**config.mk**
```make
export PLATFORM = sky130hd
export DESIGN_NAME = etp_top
export DESIGN_NICKNAME = d
export VERILOG_FILES = /design/src/core/etp_pkg.sv /design/src/core/etp_path_if.sv /design/src/core/etp_top.sv /design/src/core/etp_path.sv
export SDC_FILE = /design/constraint.sdc
export NUM_CORES = 1
export LEC_CHECK = 0
export BUFFER_PORTS_ARGS = -buffer_cell sky130_fd_sc_hd__buf_2
export CAP_MARGIN = 5
export CORE_AREA = 2 2 73 75
export CTS_BUF_LIST = sky130_fd_sc_hd__clkbuf_4 sky130_fd_sc_hd__clkbuf_8 sky130_fd_sc_hd__clkbuf_16
export CTS_CLUSTER_SIZE = 16
export DETAILED_ROUTE_END_ITERATION = 10
export DIE_AREA = 0 0 75 77
export GPL_TIMING_DRIVEN = 0
export PLACE_DENSITY = 0.9
export SYNTH_ARGS = -nofsm -noshare
export SYNTH_HDL_FRONTEND = slang
export SYNTH_SLANG_ARGS = --single-unit
```
**constraint.sdc**
```tcl
create_clock -name clk_sys_in -period 3 [get_ports clk_sys_in]
set_clock_uncertainty 0.1 [all_clocks]
set_input_delay 0.6 -clock clk_sys_in [delete_from_list [all_inputs] [get_ports clk_sys_in]]
set_output_delay 0.6 -clock clk_sys_in [all_outputs]
set_load 0.1 [all_outputs]
```
**src/core/etp_pkg.sv**
```systemverilog
package etp_pkg;
  // bus shape
  localparam int          ADDR_W = 8;
  localparam int          DATA_W = 32;
  localparam int          REG_W  = 16;
  // register indexes, byte address is four times the index
  localparam logic [5:0]  IDX_SELECT   = 6'h19;
  localparam logic [5:0]  IDX_PRESCALE = 6'h1a;
  localparam logic [5:0]  IDX_FLAGS    = 6'h1b;
  localparam logic [5:0]  IDX_CLEAR    = 6'h1c;
  localparam logic [5:0]  IDX_FORCE    = 6'h1d;
  // paths: interrupt, conversion start a, conversion start b
  localparam int          PATHS    = 3;
  localparam int          PATH_IRQ = 0;
  localparam int          PATH_A   = 1;
  localparam int          PATH_B   = 2;
  // event_source_select: 3-bit source at SRC_LSB, enable just above it
  localparam int          SRC_LSB [PATHS] = '{0, 8, 12};
  localparam int          SRC_W           = 3;
  localparam int          EN_OFS          = 3;
  // event_prescale: 2-bit period at PRD_LSB, 2-bit count just above it
  localparam int          PRD_LSB [PATHS] = '{0, 8, 12};
  localparam int          CNT_W           = 2;
  localparam int          CNT_OFS         = 2;
  // event_flags, event_flag_clear, event_force bit positions
  localparam int          FLAG_BIT [PATHS] = '{0, 2, 3};
  // reset values
  localparam logic [15:0] SELECT_RST = 16'h0000;
  localparam logic [1:0]  PERIOD_RST = 2'h0;
  localparam logic [1:0]  COUNT_RST  = 2'h0;
  // event sources
  typedef enum logic [2:0] {
    ETP_SRC_NONE   = 3'h0,
    ETP_SRC_ZERO   = 3'h1,
    ETP_SRC_PERIOD = 3'h2,
    ETP_SRC_A_UP   = 3'h3,
    ETP_SRC_A_DOWN = 3'h4,
    ETP_SRC_B_UP   = 3'h5,
    ETP_SRC_B_DOWN = 3'h6,
    ETP_SRC_RSVD   = 3'h7
  } etp_src_e;
  // bus answer states
  typedef enum logic {
    ETP_BUS_IDLE   = 1'b0,
    ETP_BUS_ANSWER = 1'b1
  } etp_bus_e;
endpackage

```
**src/core/etp_path_if.sv**
```systemverilog
`timescale 1ns/1ps
`default_nettype none
interface etp_path_if;
  logic       event_hit;
  logic       force_hit;
  logic       clear_hit;
  logic       period_wr;
  logic       enable;
  logic [1:0] period;
  logic [1:0] count;
  logic       flag;
  logic       pulse;
  modport ctrl (output event_hit, force_hit, clear_hit, period_wr, enable, period,
                input  count, flag, pulse);
  modport path (input  event_hit, force_hit, clear_hit, period_wr, enable, period,
                output count, flag, pulse);
endinterface
`default_nettype wire

```
**src/core/etp_top.sv**
```systemverilog
// Local design decision: register access over Avalon-MM.
`timescale 1ns/1ps
`default_nettype none
// Operation
// - one interrupt, two conversion start outputs
// - period: none, every one, two, three
// - selector picks one of six events
// - events count up to period, then stop
// - count readable, cleared on pulse or period write
// - enabled, flag clear: pulse, flag, restart
// - disabled, or interrupt path flagged: hold at period
// - flagged: interrupt pends until flag cleared
// - period write clears count, no pulse
// - force bit counts like real event
// - period zero disables counting and force
// - conversion path pulses despite set flag
// - conversion disable stops pulses, counting continues
// - independent six-source selectors for a, b
// - path b works like path a, with its own select and period
// - flags show events, clear register resets
// - force register injects into every path
// - direction qualifies compare matches up/down
module etp_top (
  // system
  input  wire logic        clk_sys_in,
  input  wire logic        rst_in,
  // avalon-mm slave
  input  wire logic [7:0]  avs_address_in,
  input  wire logic        avs_read_in,
  input  wire logic        avs_write_in,
  input  wire logic [31:0] avs_writedata_in,
  input  wire logic [3:0]  avs_byteenable_in,
  output logic      [31:0] avs_readdata_out,
  output logic             avs_waitrequest_out,
  // time-base and compare events
  input  wire logic        tb_zero_in,
  input  wire logic        tb_period_in,
  input  wire logic        cmp_a_match_in,
  input  wire logic        cmp_b_match_in,
  input  wire logic        tb_count_up_in,
  // trigger outputs
  output logic             irq_out,
  output logic             conv_start_a_out,
  output logic             conv_start_b_out
);

  etp_pkg::etp_bus_e bus_state_reg;
  logic [31:0]       readdata_reg;
  logic [15:0]       select_reg;
  logic [1:0]        period_reg [etp_pkg::PATHS];
  logic [1:0]        count_w    [etp_pkg::PATHS];
  logic              flag_w     [etp_pkg::PATHS];
  logic              pulse_w    [etp_pkg::PATHS];
  logic [5:0]        idx;
  logic              req;
  logic              wr_go;
  logic              rd_take;
  logic [5:0]        events;
  logic [15:0]       prescale_view;
  logic [15:0]       flags_view;
  logic [31:0]       read_word;

  etp_path_if path_bus [etp_pkg::PATHS] ();

  ////////////////////////////////////////////////////////////////////////
  // helpers
  function automatic logic etp_hit(input logic [5:0] at, input logic [5:0] want);
    etp_hit = (at == want);
  endfunction

  function automatic logic etp_pick(input logic [2:0] src, input logic [5:0] ev);
    logic r;
    r = 1'b0;
    unique case (etp_pkg::etp_src_e'(src))
      etp_pkg::ETP_SRC_NONE:   r = 1'b0;
      etp_pkg::ETP_SRC_ZERO:   r = ev[0];
      etp_pkg::ETP_SRC_PERIOD: r = ev[1];
      etp_pkg::ETP_SRC_A_UP:   r = ev[2];
      etp_pkg::ETP_SRC_A_DOWN: r = ev[3];
      etp_pkg::ETP_SRC_B_UP:   r = ev[4];
      etp_pkg::ETP_SRC_B_DOWN: r = ev[5];
      etp_pkg::ETP_SRC_RSVD:   r = 1'b0;
    endcase
    return r;
  endfunction

  ////////////////////////////////////////////////////////////////////////
  // event qualification by count direction
  assign events = {cmp_b_match_in && !tb_count_up_in,
                   cmp_b_match_in &&  tb_count_up_in,
                   cmp_a_match_in && !tb_count_up_in,
                   cmp_a_match_in &&  tb_count_up_in,
                   tb_period_in,
                   tb_zero_in};

  ////////////////////////////////////////////////////////////////////////
  // avalon-mm handshake: one wait cycle, then answer
  assign idx                 = avs_address_in[7:2];
  assign req                 = avs_read_in || avs_write_in;
  assign avs_waitrequest_out = req && (bus_state_reg == etp_pkg::ETP_BUS_IDLE);
  assign wr_go               = avs_write_in && (bus_state_reg == etp_pkg::ETP_BUS_ANSWER);
  assign rd_take             = avs_read_in && (bus_state_reg == etp_pkg::ETP_BUS_IDLE);

  always_ff @(posedge clk_sys_in)
  begin
    if (rst_in)
      bus_state_reg <= etp_pkg::ETP_BUS_IDLE;
    else
    begin
      unique case (bus_state_reg)
        etp_pkg::ETP_BUS_IDLE:   bus_state_reg <= req ? etp_pkg::ETP_BUS_ANSWER : etp_pkg::ETP_BUS_IDLE;
        etp_pkg::ETP_BUS_ANSWER: bus_state_reg <= etp_pkg::ETP_BUS_IDLE;
      endcase
    end
  end

  always_ff @(posedge clk_sys_in)
  begin
    if (rst_in)
      readdata_reg <= 32'h0000_0000;
    else if (rd_take)
      readdata_reg <= read_word;
  end

  assign avs_readdata_out = readdata_reg;

  ////////////////////////////////////////////////////////////////////////
  // read mux
  always_comb
  begin
    prescale_view = 16'h0000;
    flags_view    = 16'h0000;
    for (int k = 0; k < etp_pkg::PATHS; k++)
    begin
      prescale_view[etp_pkg::PRD_LSB[k] +: etp_pkg::CNT_W] = period_reg[k];
      prescale_view[etp_pkg::PRD_LSB[k] + etp_pkg::CNT_OFS +: etp_pkg::CNT_W] = count_w[k];
      flags_view[etp_pkg::FLAG_BIT[k]] = flag_w[k];
    end
  end

  always_comb
  begin
    read_word = 32'h0000_0000;
    if (etp_hit(idx, etp_pkg::IDX_SELECT))
      read_word = {16'h0000, select_reg};
    else if (etp_hit(idx, etp_pkg::IDX_PRESCALE))
      read_word = {16'h0000, prescale_view};
    else if (etp_hit(idx, etp_pkg::IDX_FLAGS))
      read_word = {16'h0000, flags_view};
    else
      read_word = 32'h0000_0000;
  end

  ////////////////////////////////////////////////////////////////////////
  // event_source_select register
  always_ff @(posedge clk_sys_in)
  begin
    if (rst_in)
      select_reg <= etp_pkg::SELECT_RST;
    else if (wr_go && etp_hit(idx, etp_pkg::IDX_SELECT))
    begin
      if (avs_byteenable_in[0])
        select_reg[7:0] <= avs_writedata_in[7:0];
      if (avs_byteenable_in[1])
        select_reg[15:8] <= avs_writedata_in[15:8];
    end
  end

  ////////////////////////////////////////////////////////////////////////
  // one prescale path per output
  for (genvar i = 0; i < etp_pkg::PATHS; i++)
  begin : g_path
    localparam int PL = etp_pkg::PRD_LSB[i];
    localparam int SL = etp_pkg::SRC_LSB[i];
    localparam int FB = etp_pkg::FLAG_BIT[i];
    logic prd_wr;

    assign prd_wr = wr_go && etp_hit(idx, etp_pkg::IDX_PRESCALE) && avs_byteenable_in[PL / 8];

    always_ff @(posedge clk_sys_in)
    begin
      if (rst_in)
        period_reg[i] <= etp_pkg::PERIOD_RST;
      else if (prd_wr)
        period_reg[i] <= avs_writedata_in[PL +: etp_pkg::CNT_W];
    end

    assign path_bus[i].period    = period_reg[i];
    assign path_bus[i].period_wr = prd_wr;
    assign path_bus[i].enable    = select_reg[SL + etp_pkg::EN_OFS];
    assign path_bus[i].event_hit = etp_pick(select_reg[SL +: etp_pkg::SRC_W], events);
    assign path_bus[i].clear_hit = wr_go && etp_hit(idx, etp_pkg::IDX_CLEAR)
                                   && avs_byteenable_in[FB / 8] && avs_writedata_in[FB];
    assign path_bus[i].force_hit = wr_go && etp_hit(idx, etp_pkg::IDX_FORCE)
                                   && avs_byteenable_in[FB / 8] && avs_writedata_in[FB];
    assign count_w[i] = path_bus[i].count;
    assign flag_w[i]  = path_bus[i].flag;
    assign pulse_w[i] = path_bus[i].pulse;

    etp_path #(
      .IRQ_MODE (i == etp_pkg::PATH_IRQ)
    ) u_path (
      .clk_sys_in (clk_sys_in),
      .rst_in     (rst_in),
      .bus        (path_bus[i].path)
    );
  end

  ////////////////////////////////////////////////////////////////////////
  // outputs
  assign irq_out          = pulse_w[etp_pkg::PATH_IRQ];
  assign conv_start_a_out = pulse_w[etp_pkg::PATH_A];
  assign conv_start_b_out = pulse_w[etp_pkg::PATH_B];

  ////////////////////////////////////////////////////////////////////////
  // checks
  bus_answer_a: assert property (@(posedge clk_sys_in) disable iff (rst_in)
    req && avs_waitrequest_out |=> !avs_waitrequest_out)
    else $error("bus answer late");
  write_only_zero_a: assert property (@(posedge clk_sys_in) disable iff (rst_in)
    rd_take && (etp_hit(idx, etp_pkg::IDX_CLEAR) || etp_hit(idx, etp_pkg::IDX_FORCE))
    |=> avs_readdata_out == 32'h0000_0000)
    else $error("clear or force read nonzero");
  source_pick_a: assert property (@(posedge clk_sys_in) disable iff (rst_in)
    (select_reg[etp_pkg::SRC_LSB[0] +: 3] == 3'h1) && !tb_zero_in |-> !path_bus[0].event_hit)
    else $error("wrong interrupt source");
  dir_qualify_a: assert property (@(posedge clk_sys_in) disable iff (rst_in)
    (select_reg[etp_pkg::SRC_LSB[1] +: 3] == 3'h3) && !tb_count_up_in |-> !path_bus[1].event_hit)
    else $error("down match taken as up");
  clear_zero_a: assert property (@(posedge clk_sys_in) disable iff (rst_in)
    wr_go && etp_hit(idx, etp_pkg::IDX_CLEAR) && !avs_writedata_in[0] && flag_w[etp_pkg::PATH_IRQ]
    |=> flag_w[etp_pkg::PATH_IRQ])
    else $error("zero clear bit cleared flag");
  force_step_a: assert property (@(posedge clk_sys_in) disable iff (rst_in)
    wr_go && etp_hit(idx, etp_pkg::IDX_FORCE) && avs_writedata_in[0]
    && (period_reg[etp_pkg::PATH_IRQ] != 2'h0) && (count_w[etp_pkg::PATH_IRQ] < period_reg[etp_pkg::PATH_IRQ])
    |=> count_w[etp_pkg::PATH_IRQ] == 2'($past(count_w[etp_pkg::PATH_IRQ]) + 2'h1))
    else $error("force did not count");
  force_idle_a: assert property (@(posedge clk_sys_in) disable iff (rst_in)
    wr_go && etp_hit(idx, etp_pkg::IDX_FORCE) && (period_reg[etp_pkg::PATH_A] == 2'h0)
    |=> (count_w[etp_pkg::PATH_A] == 2'h0) && !conv_start_a_out)
    else $error("force counted with zero period");
  period_load_a: assert property (@(posedge clk_sys_in) disable iff (rst_in)
    wr_go && etp_hit(idx, etp_pkg::IDX_PRESCALE) && avs_byteenable_in[0]
    |=> period_reg[etp_pkg::PATH_IRQ] == $past(avs_writedata_in[1:0]))
    else $error("interrupt period not loaded");

  irq_pulse_c: cover property (@(posedge clk_sys_in) disable iff (rst_in) irq_out);
  both_starts_c: cover property (@(posedge clk_sys_in) disable iff (rst_in)
    conv_start_a_out && conv_start_b_out);
  read_flags_c: cover property (@(posedge clk_sys_in) disable iff (rst_in)
    rd_take && etp_hit(idx, etp_pkg::IDX_FLAGS));

endmodule
`default_nettype wire

```
**src/core/etp_path.sv**
```systemverilog
`timescale 1ns/1ps
`default_nettype none
module etp_path #(
  parameter bit IRQ_MODE = 1'b1
) (
  // system
  input  wire logic clk_sys_in,
  input  wire logic rst_in,
  // control and status
  etp_path_if.path  bus
);

  logic [1:0] count_reg;
  logic       flag_reg;
  logic       pulse_reg;
  logic       armed;
  logic       step;
  logic       full;
  logic       fire;

  ////////////////////////////////////////////////////////////////////////
  // prescale counter
  assign armed = (bus.period != etp_pkg::PERIOD_RST);
  assign step  = armed && (bus.event_hit || bus.force_hit);
  assign full  = armed && (count_reg == bus.period);
  assign fire  = full && bus.enable && (!IRQ_MODE || !flag_reg);

  always_ff @(posedge clk_sys_in)
  begin
    if (rst_in)
      count_reg <= etp_pkg::COUNT_RST;
    else if (bus.period_wr)
      count_reg <= etp_pkg::COUNT_RST;
    else if (fire)
      count_reg <= etp_pkg::COUNT_RST;
    else if (step && !full)
      count_reg <= 2'(count_reg + 2'h1);
  end

  ////////////////////////////////////////////////////////////////////////
  // flag and pulse, set wins over clear
  always_ff @(posedge clk_sys_in)
  begin
    if (rst_in)
      flag_reg <= 1'b0;
    else
      flag_reg <= (fire && !bus.period_wr) || (flag_reg && !bus.clear_hit);
  end

  always_ff @(posedge clk_sys_in)
  begin
    if (rst_in)
      pulse_reg <= 1'b0;
    else
      pulse_reg <= fire && !bus.period_wr;
  end

  assign bus.count = count_reg;
  assign bus.flag  = flag_reg;
  assign bus.pulse = pulse_reg;

  ////////////////////////////////////////////////////////////////////////
  // checks
  pulse_one_cycle_a: assert property (@(posedge clk_sys_in) disable iff (rst_in)
    bus.pulse |=> !bus.pulse)
    else $error("pulse longer than one cycle");
  pulse_sets_flag_a: assert property (@(posedge clk_sys_in) disable iff (rst_in)
    bus.pulse |-> bus.flag)
    else $error("pulse without flag");
  count_in_range_a: assert property (@(posedge clk_sys_in) disable iff (rst_in)
    bus.count <= bus.period)
    else $error("count passed period");
  period_write_a: assert property (@(posedge clk_sys_in) disable iff (rst_in)
    bus.period_wr |=> (bus.count == 2'h0) && !bus.pulse)
    else $error("period write did not clear count");
  zero_period_idle_a: assert property (@(posedge clk_sys_in) disable iff (rst_in)
    (bus.period == 2'h0) [*2] |-> !bus.pulse && (bus.count == 2'h0))
    else $error("disabled counter active");
  irq_hold_a: assert property (@(posedge clk_sys_in) disable iff (rst_in)
    IRQ_MODE && full && bus.flag && !bus.clear_hit && !bus.period_wr |=> full && !bus.pulse)
    else $error("held interrupt count moved");
  irq_pending_a: assert property (@(posedge clk_sys_in) disable iff (rst_in)
    (IRQ_MODE && full && bus.enable && bus.flag && bus.clear_hit && !bus.period_wr
     ##1 (bus.enable && !bus.period_wr)) |=> bus.pulse)
    else $error("pending interrupt not issued");
  soc_repeat_a: assert property (@(posedge clk_sys_in) disable iff (rst_in)
    !IRQ_MODE && full && bus.enable && !bus.period_wr |=> bus.pulse)
    else $error("conversion pulse missing");
  disabled_quiet_a: assert property (@(posedge clk_sys_in) disable iff (rst_in)
    !bus.enable |=> !bus.pulse)
    else $error("pulse while disabled");

  pulse_seen_c: cover property (@(posedge clk_sys_in) disable iff (rst_in)
    bus.pulse ##1 !bus.pulse [*2] ##1 bus.pulse);
  held_then_clear_c: cover property (@(posedge clk_sys_in) disable iff (rst_in)
    full && bus.flag ##1 bus.clear_hit ##2 bus.pulse);

endmodule
`default_nettype wire

```
==> impl_metrics.xml <==
<?xml version="1.0" encoding="UTF-8"?>
<metrics>
  <group name="timing">
    <metric name="setup_total_negative_slack" unit="ns">0</metric>
    <metric name="period_minus_slack" unit="ns">2.16</metric>
    <metric name="slew_headroom" unit="%">37.8</metric>
    <metric name="setup-violations-final" unit="">0</metric>
    <metric name="hold_slack" unit="ns">0.354</metric>
    <metric name="finalHoldViolCount" unit="">0</metric>
    <metric name="rsz0062_at_grt" unit="">no</metric>
    <metric name="achievable-frequency" unit="GHz">0.462</metric>
    <metric name="slew_viol_final" unit="">0</metric>
    <metric name="layout_worst_path_cycle_share" unit="%">72.1</metric>
    <metric name="tightestPinTransition" unit="ns">0.923</metric>
  </group>
  <group name="worst_hold_path">
    <metric name="timing.hold.worst.class" unit="">flop to flop</metric>
    <metric name="worstHoldStart" unit="">avs_readdata_out[7]$_SDFFE_PP0P_</metric>
    <metric name="whs_path_depth" unit="">2</metric>
    <metric name="holdPathEnd" unit="">avs_readdata_out[7]$_SDFFE_PP0P_</metric>
  </group>
  <group name="clock_network">
    <metric name="cts-hold-fix-buffers" unit="">0</metric>
    <metric name="cts.sink_count" unit="">51</metric>
    <metric name="htree_num_levels" unit="">2</metric>
    <metric name="cts_root_buf" unit="">sky130_fd_sc_hd__clkbuf_8</metric>
    <metric name="clock_latency_reported_for_the_late_side_of_the_worst_skew_pair" unit="ns">0.31</metric>
    <metric name="post-cts-setup-buffer-count" unit="">0</metric>
    <metric name="ctsResizeCount" unit="">0</metric>
    <metric name="clkSlewWorstSetupHoldPaths" unit="ns">0.10</metric>
    <metric name="clock_path_buffers" unit="">2</metric>
    <metric name="tritoncts" unit="">done</metric>
    <metric name="cts_made_buffers" unit="">5</metric>
  </group>
  <group name="global_route">
    <metric name="grt_start_max_net_pins" unit="">17</metric>
    <metric name="global_route_wire_length_before_repair" unit="microns">10100</metric>
    <metric name="global_route.overflow_total" unit="">0</metric>
    <metric name="grt_antenna_before_repair" unit="">0</metric>
    <metric name="number_of_global_route_vias_before_repair" unit="">2140</metric>
    <metric name="gr-usage-all-layers" unit="%">22.6</metric>
  </group>
  <group name="die">
    <metric name="row_count" unit="">26</metric>
    <metric name="initial_core_util" unit="%">52.1</metric>
    <metric name="die_height" unit="microns">77</metric>
    <metric name="floorplan.io_pins" unit="">89</metric>
    <metric name="die_width" unit="microns">75</metric>
    <metric name="fp.dieArea" unit="sq um">5780</metric>
    <metric name="design.core.area" unit="sq um">4980</metric>
  </group>
  <group name="synth">
    <metric name="post_synth_fa_ha_maj_area_fraction" unit="%">0</metric>
    <metric name="share_of_the_synthesized_area_in_compound_gates_ao_oa_aoi_oai" unit="%">19.7</metric>
    <metric name="synthMuxAreaShare" unit="%">6.17</metric>
    <metric name="synth_top_flop_cell" unit="">sky130_fd_sc_hd__dfxtp_1</metric>
    <metric name="yosysUniqueCellTypes" unit="">44</metric>
    <metric name="syn-cell-area" unit="sq um">2590</metric>
    <metric name="share_of_flip_flops_with_an_asynchronous_set_or_reset_after_synthesis" unit="%">0</metric>
    <metric name="yosysSeqAreaShare" unit="%">41.7</metric>
    <metric name="number_of_flops_mapped_to_enable_cells_by_yosys" unit="">6</metric>
    <metric name="synth_top_family_by_area" unit="">simple AND/OR/NAND/NOR gates</metric>
    <metric name="avg_synthesized_cell_area" unit="sq um">8.56</metric>
    <metric name="synth_warnings" unit="">0</metric>
    <metric name="postSynthRegisterBits" unit="">51</metric>
    <metric name="synth_xor_xnor_area_share" unit="%">2.03</metric>
    <metric name="area_share_of_and_or_nand_nor_cells_after_synthesis" unit="%">22.2</metric>
    <metric name="synthesis.instances" unit="">303</metric>
  </group>
  <group name="setup_path">
    <metric name="critical_path_class" unit="">primary input to flop</metric>
    <metric name="cp_slowest_cell" unit="">sky130_fd_sc_hd__o41ai_2</metric>
    <metric name="startpoint_of_the_worst_register_to_register_path" unit="">bus_state_reg$_SDFF_PP0_</metric>
    <metric name="regToRegSetupSlack" unit="ns">1.01</metric>
    <metric name="worst_r2r_endpoint" unit="">g_path[2].u_path.bus.flag$_SDFF_PP0_</metric>
    <metric name="worstPathMaxFanout" unit="">9</metric>
    <metric name="crit_chain" unit="">buf_2, nand3b_1, o41ai_2, nor2_1, a31o_2</metric>
    <metric name="worstRegToRegCells" unit="">4</metric>
    <metric name="worstPathRequired" unit="ns">3.11</metric>
    <metric name="crit_path_start_kind" unit="">primary input</metric>
    <metric name="critPathMaxStageDelay" unit="ns">0.88</metric>
    <metric name="cp_data_arrival_time" unit="ns">2.28</metric>
    <metric name="crit_path_end_kind" unit="">flop</metric>
  </group>
  <group name="routing">
    <metric name="vias_per_cell" unit="">5.51</metric>
    <metric name="postRouteAntennaNets" unit="">0</metric>
    <metric name="wirelength" unit="microns">6390</metric>
    <metric name="drc_errors" unit="">0</metric>
    <metric name="vias" unit="">2463</metric>
    <metric name="drt_iter0_drc" unit="">171</metric>
    <metric name="dr.pass1.iters" unit="">4</metric>
    <metric name="routedWlPerCell" unit="microns">14.3</metric>
  </group>
  <group name="power">
    <metric name="power.density_cell_area" unit="nW/um^2">461</metric>
    <metric name="ir_drop" unit="mV">0.263</metric>
    <metric name="power_leakage" unit="nW">1.36</metric>
  </group>
  <group name="outcome">
    <metric name="status" unit="">finished clean</metric>
  </group>
  <group name="placement">
    <metric name="dpl-instance-area" unit="sq um">2990</metric>
    <metric name="placed_cells" unit="">439</metric>
    <metric name="detailed_place_hpwl" unit="microns">4900</metric>
    <metric name="buffer_ports.inserted" unit="">51</metric>
    <metric name="globalplace.congestion" unit="">0.889</metric>
  </group>
  <group name="cells_and_area">
    <metric name="utilization" unit="%">61.9</metric>
    <metric name="nets" unit="">429</metric>
    <metric name="final_cell_area" unit="sq um">3080</metric>
    <metric name="share_of_post_route_cells_with_drive_strength_above_1" unit="%">22.3</metric>
    <metric name="area_delta_synth_final" unit="%">18.8</metric>
    <metric name="antenna-diode-count" unit="">0</metric>
    <metric name="post_layout_nonfiller_instances" unit="">447</metric>
  </group>
  <group name="job">
    <metric name="maxCapViolations" unit="">0</metric>
  </group>
</metrics>
## worst max path at each step
stage	end	slack (ns)	cells past startpoint	from
floorplan	avs_waitrequest_out	0.40	2	avs_read_in
global placement	g_path[2].u_path.bus.flag$_SDFF_PP0_	0.49	5	avs_address_in[7]
detailed placement	g_path[2].u_path.bus.flag$_SDFF_PP0_	0.47	5	avs_address_in[7]
CTS	g_path[2].u_path.bus.flag$_SDFF_PP0_	0.84	5	avs_address_in[7]
global route	g_path[2].u_path.bus.flag$_SDFF_PP0_	0.69	5	avs_address_in[7]
finish	g_path[2].u_path.bus.flag$_SDFF_PP0_	0.84	5	avs_address_in[7]
## report_power, final
part / switching [mW] / internal [mW] / total (mW)
registers: 0.00901 / 0.704 / 0.713
logic: 0.250 / 0.0631 / 0.313
clock network: 0.232 / 0.163 / 0.395
## cell type report
type / instances / area (sq um)
plain buffers: 33 / 188
multi-input cells: 228 / 1360
fillers: 453 / 1900
clock inverters: 3 / 18.8
clock buffers: 5 / 68.8
inverters: 6 / 22.5
well taps: 70 / 87.6
flip-flops and latches: 51 / 1080
repair buffers: 51 / 255
## metal layers
metal	track usage [%]	part of all wire [%]
met1	30.3	42
met2	34.3	48
met3	4.86	7.9
met4	10.4	2.3
met5	0	0
## Yosys cell counts, drive strengths merged, types with 5 or more instances
| cell type | n | share of area [%] |
|---|---|---|
| dfxtp | 45 | 35 |
| nand3 | 9 | 1.7 |
| o21ai | 7 | 1.3 |
| a221oi | 9 | 3.0 |
| nor2 | 37 | 5.4 |
| o221ai | 5 | 1.7 |
| and2 | 6 | 1.4 |
| a21oi | 24 | 4.6 |
| buf | 19 | 5.2 |
| clkbuf | 14 | 2.0 |
| edfxtp | 6 | 6.9 |
| xor2 | 6 | 2.0 |
| inv | 6 | 0.87 |
| nand2b | 7 | 1.7 |
| nand3b | 5 | 1.4 |
| nand2 | 21 | 3.1 |
| mux2i | 16 | 6.2 |
| nor3 | 15 | 2.9 |
| nor2b | 7 | 1.7 |
## placed cells by master, fill, tap and decap left out, types with 7 or more instances in the layout
| cell | n |
|---|---|
| sky130_fd_sc_hd__dfxtp_1 | 45 |
| sky130_fd_sc_hd__nor2_1 | 37 |
| sky130_fd_sc_hd__nand2b_1 | 7 |
| sky130_fd_sc_hd__nor2b_1 | 7 |
| sky130_fd_sc_hd__buf_2 | 54 |
| sky130_fd_sc_hd__clkbuf_1 | 14 |
| sky130_fd_sc_hd__a221oi_1 | 9 |
| sky130_fd_sc_hd__buf_4 | 16 |
| sky130_fd_sc_hd__mux2i_1 | 16 |
| sky130_fd_sc_hd__conb_1 | 16 |
| sky130_fd_sc_hd__nor3_1 | 15 |
| sky130_fd_sc_hd__nand2_1 | 20 |
| sky130_fd_sc_hd__nand3_1 | 9 |
| sky130_fd_sc_hd__a21oi_1 | 24 |
| sky130_fd_sc_hd__o21ai_0 | 7 |
## critical path: cells and delay by family
kind / cells / cell delay (ns)
and+or+nand+nor: 2 / 0.44
AOI/OAI and AO/OA: 2 / 1.14
buffers and inverters: 1 / 0.10
## through the flow
step | power [mW] | worst slack, ns
3_5_place_dp | 1.04 | 0.470
2_1_floorplan | 0.980 | 0.404
4_1_cts | 1.43 | 0.836
6_report | 1.42 | 0.838
3_3_place_gp | 1.04 | 0.486
5_1_grt | 1.47 | 0.688
## kinds of logic after synthesis
family                    Yosys count
muxes                              16
xor gates and xnor gates            6
other                               1
AOI/OAI and AO/OA                  74
DFF                                51
buffers and inverters              39
and+or+nand+nor                   116
No activity file was read; power rests on OpenSTA's default activity.
